===== src/verilog/amrd_defines.svh =====
`ifndef AMRD_DEFINES_SVH
`define AMRD_DEFINES_SVH

`define AMRD_SRAM_BASE 20'h00000
`define AMRD_SRAM_LAST 20'h01FFF
`define AMRD_SOC_BASE 20'h40000
`define AMRD_SOC_LAST 20'h4FFFF
`define AMRD_ROM_BASE 20'h80000
`define AMRD_ROM_LAST 20'h81FFF
`define AMRD_FLASH_BASE 20'h90000
`define AMRD_FLASH_LAST 20'h9FFFF
`define AMRD_INFO_BASE 20'hD0000
`define AMRD_INFO_LAST 20'hD03FF
`define AMRD_UART_BASE 20'h40E00
`define AMRD_SPI_BASE 20'h40F00
`define AMRD_TWI_BASE 20'h41000
`define AMRD_WIN_SIZE 20'h00100
`define AMRD_P1IC_ADDR 20'h40010
`define AMRD_BOOT_VECTOR 32'h00080000
`define AMRD_P1IC_RESET 16'h0000
`define AMRD_HI_MASK_MSB 31
`define AMRD_HI_MASK_LSB 24
`define AMRD_LO_MASK_MSB 15
`define AMRD_LO_MASK_LSB 8
`define AMRD_FULL_BP_SETS 2
`define AMRD_SIMPLE_BP_REGS 6

`endif


===== src/verilog/amrd_pkg.sv =====
package amrd_pkg;

  typedef enum logic [2:0] {
    AMRD_SEL_NONE,
    AMRD_SEL_SRAM,
    AMRD_SEL_SOC,
    AMRD_SEL_ROM,
    AMRD_SEL_FLASH,
    AMRD_SEL_INFO
  } amrd_region_t;

  typedef enum logic [1:0] {
    AMRD_PER_OTHER,
    AMRD_PER_UART,
    AMRD_PER_SPI,
    AMRD_PER_TWI
  } amrd_periph_t;

  typedef enum {
    AMRD_OWN_CORE,
    AMRD_OWN_DEBUG
  } amrd_owner_t;

  typedef struct packed {
    logic sel;
    logic enable;
    logic write;
    logic [19:0] addr;
    logic [31:0] wdata;
    logic [1:0] size;
  } amrd_req_t;

  typedef struct packed {
    logic [15:0] ctrl;
  } amrd_ctrl_t;

endpackage


===== src/verilog/amrd_masked_reg.sv =====
`timescale 1ns/1ns
`include "amrd_defines.svh"

module amrd_masked_reg #(
  parameter logic [15:0] RESET_VALUE = `AMRD_P1IC_RESET
) (
  input wire logic clk_in,
  input wire logic reset_n_in,
  input wire logic write_in,
  input wire logic [31:0] wdata_in,
  input wire logic [15:0] hw_set_in,
  output logic [15:0] value_out,
  output logic [31:0] rdata_out
);

  logic [15:0] mask;
  logic [15:0] data;

  always_comb begin
    mask = {wdata_in[`AMRD_HI_MASK_MSB:`AMRD_HI_MASK_LSB],
            wdata_in[`AMRD_LO_MASK_MSB:`AMRD_LO_MASK_LSB]};
    data = {wdata_in[23:16], wdata_in[7:0]};
  end

  // one-cycle update; hardware set beats a masked clear
  always_ff @(posedge clk_in or negedge reset_n_in) begin
    if (!reset_n_in) begin
      value_out <= RESET_VALUE;
    end else if (write_in) begin
      value_out <= ((value_out & ~mask) | (data & mask)) | hw_set_in;
    end else begin
      value_out <= value_out | hw_set_in;
    end
  end

  // mask lanes read back as zero
  assign rdata_out = {8'h00, value_out[15:8], 8'h00, value_out[7:0]};

endmodule


===== src/verilog/amrd_decode.sv =====
`timescale 1ns/1ns
`include "amrd_defines.svh"

// How it works
// each control register is 32 bits, 16 of them write masks
// mask 31:24 gates bits 23:16, mask 15:8 gates bits 7:0
// a control bit changes only when its paired mask bit is one; the code also sets flag bits 7:0 from synced pin events without a mask
// software writes mask ones with values to touch selected bits
// a full 32-bit register write finishes in one clock; the code ignores register writes while prog_master_in is high
// data sram decoded at 0x0000 through 0x1FFF
// sram takes byte, half and word accesses in one clock
// main program flash decoded at 0x90000 through 0x9FFFF
// boot rom decoded at 0x80000 through 0x81FFF
// after reset the core fetches from the first boot rom address
// peripheral windows decoded at fixed bases, uart spi two-wire
// debug module wins the bus over the core when both request
// debug module offers two full and six simple breakpoint sets
// in normal mode the core cannot reach information flash
// info flash only in development mode, from boot rom or programmer; the code also admits the debug module
// mask positions always read back as zero
module amrd_decode #(
  parameter int FULL_BP_SETS = `AMRD_FULL_BP_SETS,
  parameter int SIMPLE_BP_REGS = `AMRD_SIMPLE_BP_REGS
) (
  input wire logic clk_in,
  input wire logic reset_n_in,
  input wire amrd_pkg::amrd_req_t core_req_in,
  input wire amrd_pkg::amrd_req_t debug_req_in,
  input wire logic prog_master_in,
  input wire logic dev_mode_in,
  input wire logic [31:0] core_pc_in,
  input wire logic [7:0] port1_irq_event_in,
  input wire logic [31:0] region_rdata_in,
  output logic [31:0] boot_vector_out,
  output logic core_ready_out,
  output logic debug_ready_out,
  output logic [31:0] rdata_out,
  output logic slverr_out,
  output amrd_pkg::amrd_region_t region_out,
  output amrd_pkg::amrd_periph_t periph_out,
  output logic region_sel_out,
  output logic region_write_out,
  output logic [19:0] region_addr_out,
  output logic [31:0] region_wdata_out,
  output logic [3:0] byte_en_out,
  output logic [7:0] port1_irq_enable_out,
  output logic [7:0] port1_irq_flag_out,
  output logic [3:0] bp_full_sets_out,
  output logic [3:0] bp_simple_regs_out
);

  amrd_pkg::amrd_req_t req;
  amrd_pkg::amrd_owner_t owner;
  amrd_pkg::amrd_region_t region;
  amrd_pkg::amrd_ctrl_t p1ic;
  logic in_boot_rom;
  logic info_ok;
  logic deny;
  logic p1ic_hit;
  logic p1ic_write;
  logic [31:0] p1ic_rdata;
  logic [7:0] irq_meta;
  logic [7:0] irq_sync;

  function automatic logic in_range(input logic [19:0] a,
                                    input logic [19:0] lo,
                                    input logic [19:0] hi);
    in_range = (a >= lo) && (a <= hi);
  endfunction

  function automatic logic in_window(input logic [19:0] a,
                                     input logic [19:0] base);
    in_window = (a >= base) && (a < base + `AMRD_WIN_SIZE);
  endfunction

  function automatic logic [3:0] lanes(input logic [1:0] size,
                                       input logic [1:0] low);
    case (size)
      2'h0: lanes = 4'h1 << low;
      2'h1: lanes = low[1] ? 4'hC : 4'h3;
      default: lanes = 4'hF;
    endcase
  endfunction

  assign boot_vector_out = `AMRD_BOOT_VECTOR;
  assign bp_full_sets_out = 4'(FULL_BP_SETS);
  assign bp_simple_regs_out = 4'(SIMPLE_BP_REGS);

  // debug master is fixed top priority; core waits while it holds the bus
  always_comb begin
    if (debug_req_in.sel) begin
      owner = amrd_pkg::AMRD_OWN_DEBUG;
      req = debug_req_in;
    end else begin
      owner = amrd_pkg::AMRD_OWN_CORE;
      req = core_req_in;
    end
  end

  always_comb begin
    if (in_range(req.addr, `AMRD_SRAM_BASE, `AMRD_SRAM_LAST)) begin
      region = amrd_pkg::AMRD_SEL_SRAM;
    end else if (in_range(req.addr, `AMRD_SOC_BASE, `AMRD_SOC_LAST)) begin
      region = amrd_pkg::AMRD_SEL_SOC;
    end else if (in_range(req.addr, `AMRD_ROM_BASE, `AMRD_ROM_LAST)) begin
      region = amrd_pkg::AMRD_SEL_ROM;
    end else if (in_range(req.addr, `AMRD_FLASH_BASE,
                          `AMRD_FLASH_LAST)) begin
      region = amrd_pkg::AMRD_SEL_FLASH;
    end else if (in_range(req.addr, `AMRD_INFO_BASE, `AMRD_INFO_LAST)) begin
      region = amrd_pkg::AMRD_SEL_INFO;
    end else begin
      region = amrd_pkg::AMRD_SEL_NONE;
    end
  end

  always_comb begin
    if (in_window(req.addr, `AMRD_UART_BASE)) begin
      periph_out = amrd_pkg::AMRD_PER_UART;
    end else if (in_window(req.addr, `AMRD_SPI_BASE)) begin
      periph_out = amrd_pkg::AMRD_PER_SPI;
    end else if (in_window(req.addr, `AMRD_TWI_BASE)) begin
      periph_out = amrd_pkg::AMRD_PER_TWI;
    end else begin
      periph_out = amrd_pkg::AMRD_PER_OTHER;
    end
  end

  // the core counts as boot code only while its pc sits in boot rom
  assign in_boot_rom = in_range(core_pc_in[19:0], `AMRD_ROM_BASE,
                                `AMRD_ROM_LAST) &&
                       (core_pc_in[31:20] == 12'h000);
  // debug module holding the bus is a development path as well
  assign info_ok = dev_mode_in &&
                   (prog_master_in ||
                    owner == amrd_pkg::AMRD_OWN_DEBUG ||
                    in_boot_rom);
  assign deny = (region == amrd_pkg::AMRD_SEL_INFO) && !info_ok;

  assign p1ic_hit = req.addr == `AMRD_P1IC_ADDR;
  assign p1ic_write = req.sel && req.enable && req.write && p1ic_hit &&
                      !prog_master_in;

  // port pin events are asynchronous; two flops before the flags see them
  always_ff @(posedge clk_in or negedge reset_n_in) begin
    if (!reset_n_in) begin
      irq_meta <= 8'h00;
      irq_sync <= 8'h00;
    end else begin
      irq_meta <= port1_irq_event_in;
      irq_sync <= irq_meta;
    end
  end

  amrd_masked_reg #(
    .RESET_VALUE(`AMRD_P1IC_RESET)
  ) u_port1_interrupt_control (
    .clk_in(clk_in),
    .reset_n_in(reset_n_in),
    .write_in(p1ic_write),
    .wdata_in(req.wdata),
    .hw_set_in({8'h00, irq_sync}),
    .value_out(p1ic.ctrl),
    .rdata_out(p1ic_rdata)
  );

  assign port1_irq_enable_out = p1ic.ctrl[15:8];
  assign port1_irq_flag_out = p1ic.ctrl[7:0];

  // single access phase: ready the same cycle, no wait states
  always_comb begin
    core_ready_out = (owner == amrd_pkg::AMRD_OWN_CORE) &&
                     core_req_in.enable;
    debug_ready_out = (owner == amrd_pkg::AMRD_OWN_DEBUG) &&
                      debug_req_in.enable;
  end

  // the downstream select is gated when info flash is refused; the write strobe is not
  always_comb begin
    region_out = deny ? amrd_pkg::AMRD_SEL_NONE : region;
    region_sel_out = req.sel && !deny &&
                     region != amrd_pkg::AMRD_SEL_NONE && !p1ic_hit;
    region_write_out = req.write &&
                       region != amrd_pkg::AMRD_SEL_ROM;
    region_addr_out = req.addr;
    region_wdata_out = req.wdata;
    byte_en_out = lanes(req.size, req.addr[1:0]);
  end

  // registered read data: captured on the setup phase
  always_ff @(posedge clk_in or negedge reset_n_in) begin
    if (!reset_n_in) begin
      rdata_out <= 32'h00000000;
    end else if (req.sel && !req.enable && !req.write) begin
      if (deny || region == amrd_pkg::AMRD_SEL_NONE) begin
        rdata_out <= 32'h00000000;
      end else if (p1ic_hit) begin
        rdata_out <= p1ic_rdata;
      end else begin
        rdata_out <= region_rdata_in;
      end
    end
  end

  always_ff @(posedge clk_in or negedge reset_n_in) begin
    if (!reset_n_in) begin
      slverr_out <= 1'b0;
    end else if (req.sel && !req.enable) begin
      slverr_out <= deny || region == amrd_pkg::AMRD_SEL_NONE;
    end
  end

endmodule


===== config.mk =====
export PLATFORM = sky130hd
export DESIGN_NAME = amrd_decode
export DESIGN_NICKNAME = d
export VERILOG_FILES = /design/src/verilog/amrd_pkg.sv /design/src/verilog/amrd_masked_reg.sv /design/src/verilog/amrd_decode.sv
export VERILOG_INCLUDE_DIRS = /design/src /design/src/verilog
export SDC_FILE = /design/constraint.sdc
export NUM_CORES = 1
export LEC_CHECK = 0
export ABC_AREA = 1
export BUFFER_PORTS_ARGS = -buffer_cell sky130_fd_sc_hd__buf_2
export CAP_MARGIN = 20
export CORE_AREA = 8 8 127 129
export DETAILED_ROUTE_END_ITERATION = 7
export DIE_AREA = 0 0 135 137
export PLACE_DENSITY = 0.71
export SETUP_SLACK_MARGIN = 0.05
export SLEW_MARGIN = 20
export SYNTH_ARGS = -nofsm -noshare
export SYNTH_HDL_FRONTEND = slang
export SYNTH_SLANG_ARGS = --single-unit

===== constraint.sdc =====
create_clock -name clk_in -period 1.9 [get_ports clk_in]
set_input_delay 0.38 -clock clk_in [delete_from_list [all_inputs] [get_ports clk_in]]
set_output_delay 0.38 -clock clk_in [all_outputs]
set_load 0.005 [all_outputs]

==> summary.txt <==
Route
  • Drt total wl: 18300 um
  • First drt pass iteration count: 4
  • DRC Markers: 0
  • Drt initial violations: 149
  • Vias: 5363
  • DRT antenna net count: 0
  • WL per Instance: 14.6 um
  • Vias per inst: 4.29

Critical path
  • CP bufs+invs: 3
  • Crit start category: input port
  • CP Data Required Time: 1520 ps
  • Worst r2r dst: rdata_out[5]$_DFFE_PN0P_
  • Cells along the critical path: buf_12, buf_8, nand2_2, nand2_4, nand2_4, nor2_4, nand3_2, nand3_4, nand2_2, nor2_1, nand2_1, a21oi_1, buf_2
  • CP max stage delay: 140 ps
  • Crit path max fanout: 7
  • Worst r2r src: u_port1_interrupt_control.value_out[5]$_DFF_PN0_
  • Slowest stage cell, crit path: a21oi_1
  • Total stage count of the critical path: 13
  • Setup crit end kind: output pin
  • Setup slack, reg-to-reg: 1030 ps
  • CP top delay family: simple AND/OR/NAND/NOR gates
  • CP arrival: 1690 ps
  • Crit Path Class: input port to output pin
  • Register-to-Register Path Depth: 4

Cells and area
  • Layout area overhead: 64.6%
  • Number of diodes: 0
  • Area of the multi-input gates: 2500 um2
  • Final Core Density: 52.2%
  • Final Cell Area: 7420 um2
  • Finished Layout Cells: 1249
  • Net count reported at finish: 1250
  • Commonest non-fill, non-tap cell in the layout: buf_2
  • FF/Latch Area: 1630 um2
  • Most frequent cells in the layout: 288 x buf_2, 263 x nand2_1, 80 x inv_1
  • Share of layout cells above drive strength 1: 46.4%
  • Fillers: 1379

Global routing
  • First-pass GRT wire length: 26400 um
  • GRT Overall Usage: 18.0%
  • Grt total ovfl: 0
  • Largest net degree at the start of global routing: 37
  • Initial antenna violation count: 0
  • Number of global-route vias before repair: 5148

Floorplanning
  • I/O pins: 344
  • Core area: 14200 um2
  • Die H: 137 um
  • Row Count: 44
  • Die area: 18500 um2
  • Die width: 135 um
  • Initial Utilization: 31.7%

Clock network
  • Worst-Skew Late Latency: 320 ps
  • Total CTS buffers: 9
  • CTS max path bufs: 2
  • CTS Sinks: 65
  • CTS tree: built
  • Clk root buf: clkbuf_16
  • Clk slew on worst S/H paths: 50 ps
  • CTS H-tree depth: 3

Min path
  • Min-delay worst type: input port to flip-flop
  • Hold Path Depth: 1
  • Hold_sp: port1_irq_event_in[3]
  • Hold endpoint: irq_meta[3]$_DFF_PN0_

Timing
  • Part of the cycle the worst path needs: 109%
  • Final WS setup: -169 ps
  • Clock skew: 4.70 ps
  • Final Hold Fails: 0
  • RSZ-0062 raised after global routing: true
  • Final min period: 2070 ps
  • Minimum hold slack: 159 ps
  • Final number of setup-violating endpoints: 26
  • Pins Over Slew Limit: 0
  • Setup TNS Final: -1570 ps
  • Fmax: 0.483 GHz

Logic synthesis
  • Share of the synthesized area in the top cell type: 36.1%
  • Yosys cell types: 33
  • Dominant synthesized flop cell: dfrtp_1
  • Post-synthesis cell count: 697
  • Synth area leaders: dfrtp_1 36%, nand2_1 24%, buf_4 7.0%, inv_1 6.9%, nor2_1 6.3%
  • Netlist Area Pre-Place: 4510 um2
  • Post-synthesis sequential area ratio: 36.1%
  • #FFs+latches synth: 65
  • Cell taking the most area after synthesis: dfrtp_1
  • Async set-reset flop share out of synthesis: 100%
  • Mapped Avg Cell Area: 6.46 um2
  • Yosys warnings: 0
  • Number of enable flip-flop cells after synthesis: 0

Placement
  • Port buffer count: 290
  • Placed cells: 1205
  • DP Worst Slack: -353 ps
  • Detail Placement HPWL: 14300 um
  • Gp weighted congestion: 0.873
  • Area after DPL: 6410 um2

Power
  • PD cells: 563 nW/um2
  • Peak supply drop: 383 uV
  • Tot Pwr: 4.18 mW
  • P_leak: 4.59 nW

Run status
  • Violated checks: negative setup slack
  • Status: complete, but fails checks

Run
  • Max cap viols: 0
[repair_timing]
item	CTS	global route
cloned	4	3
hold endpoints to repair	13	0
pin swaps	15	38
resized for setup	56	64
setup endpoints to repair	65	77
hold buffers	1	0
buffers inserted	11	10
[how the worst max path moves through the flow]
| stage | from | end | slack (ps) |
|---|---|---|---|
| finish | debug_req_in[56] | region_sel_out | -170 |
| global route | debug_req_in[56] | region_sel_out | -250 |
| CTS | debug_req_in[56] | region_sel_out | -160 |
| detailed placement | debug_req_in[56] | region_sel_out | -350 |
| global placement | debug_req_in[56] | region_sel_out | -320 |
| floorplan | debug_req_in[56] | region_sel_out | -20 |
[power breakdown]
group / leakage (nW) / internal, mW / switching [mW]
logic: 3.64 / 0.542 / 0.589
registers: 0.819 / 1.46 / 0.0363
clock network: 0.131 / 0.951 / 0.597
[Yosys cell counts, types with 2 or more instances]
cell type,instances
o21ai_0,18
o21ai_2,5
conb_1,2
or2_2,8
a21o_1,8
nor2_1,76
buf_2,5
nor2_2,4
nand2_2,6
nand2_1,294
or2_0,2
inv_2,5
nand3_1,26
a21oi_1,10
nand3_2,4
dfrtp_1,65
nand4_1,2
clkbuf_1,10
inv_1,83
buf_4,42
buf_6,9
o21ai_1,2
[worst reg2reg max path, delay by kind of cell (launching register included)]
family	cells	cell delay [ps]
flops	1	460
simple gates	4	310
[metal layers]
layer  vias up  GRT usage, %  routed length, um
li1       2745             -                  -
met1      2423          20.6               7090
met2       177          32.5               9690
met3        18          5.10               1250
met4         0          4.13                233
met5         -             0                  0
[logic make-up after synthesis]
family                 Yosys count  share of synthesized area (%)
AOI/OAI and AO/OA               46                           6.17
buffers and inverters          154                           18.0
DFF                             65                           36.1
muxes                            1                          0.222
other                            2                          0.167
and+or+nand+nor                429                           39.4
[final cells by class]
| cell class | count | area share, % |
|---|---|---|
| timing repair inverter | 1 | 0.0506 |
| clock inverter | 4 | 0.371 |
| clock buffer | 12 | 3.46 |
| timing repair buffer | 379 | 32.8 |
| tap | 184 | 3.10 |
| sequential | 65 | 21.9 |
| multi-input combinational | 516 | 33.7 |
| inverter | 88 | 4.62 |
Note: power is estimated with default switching activity, not from simulation.
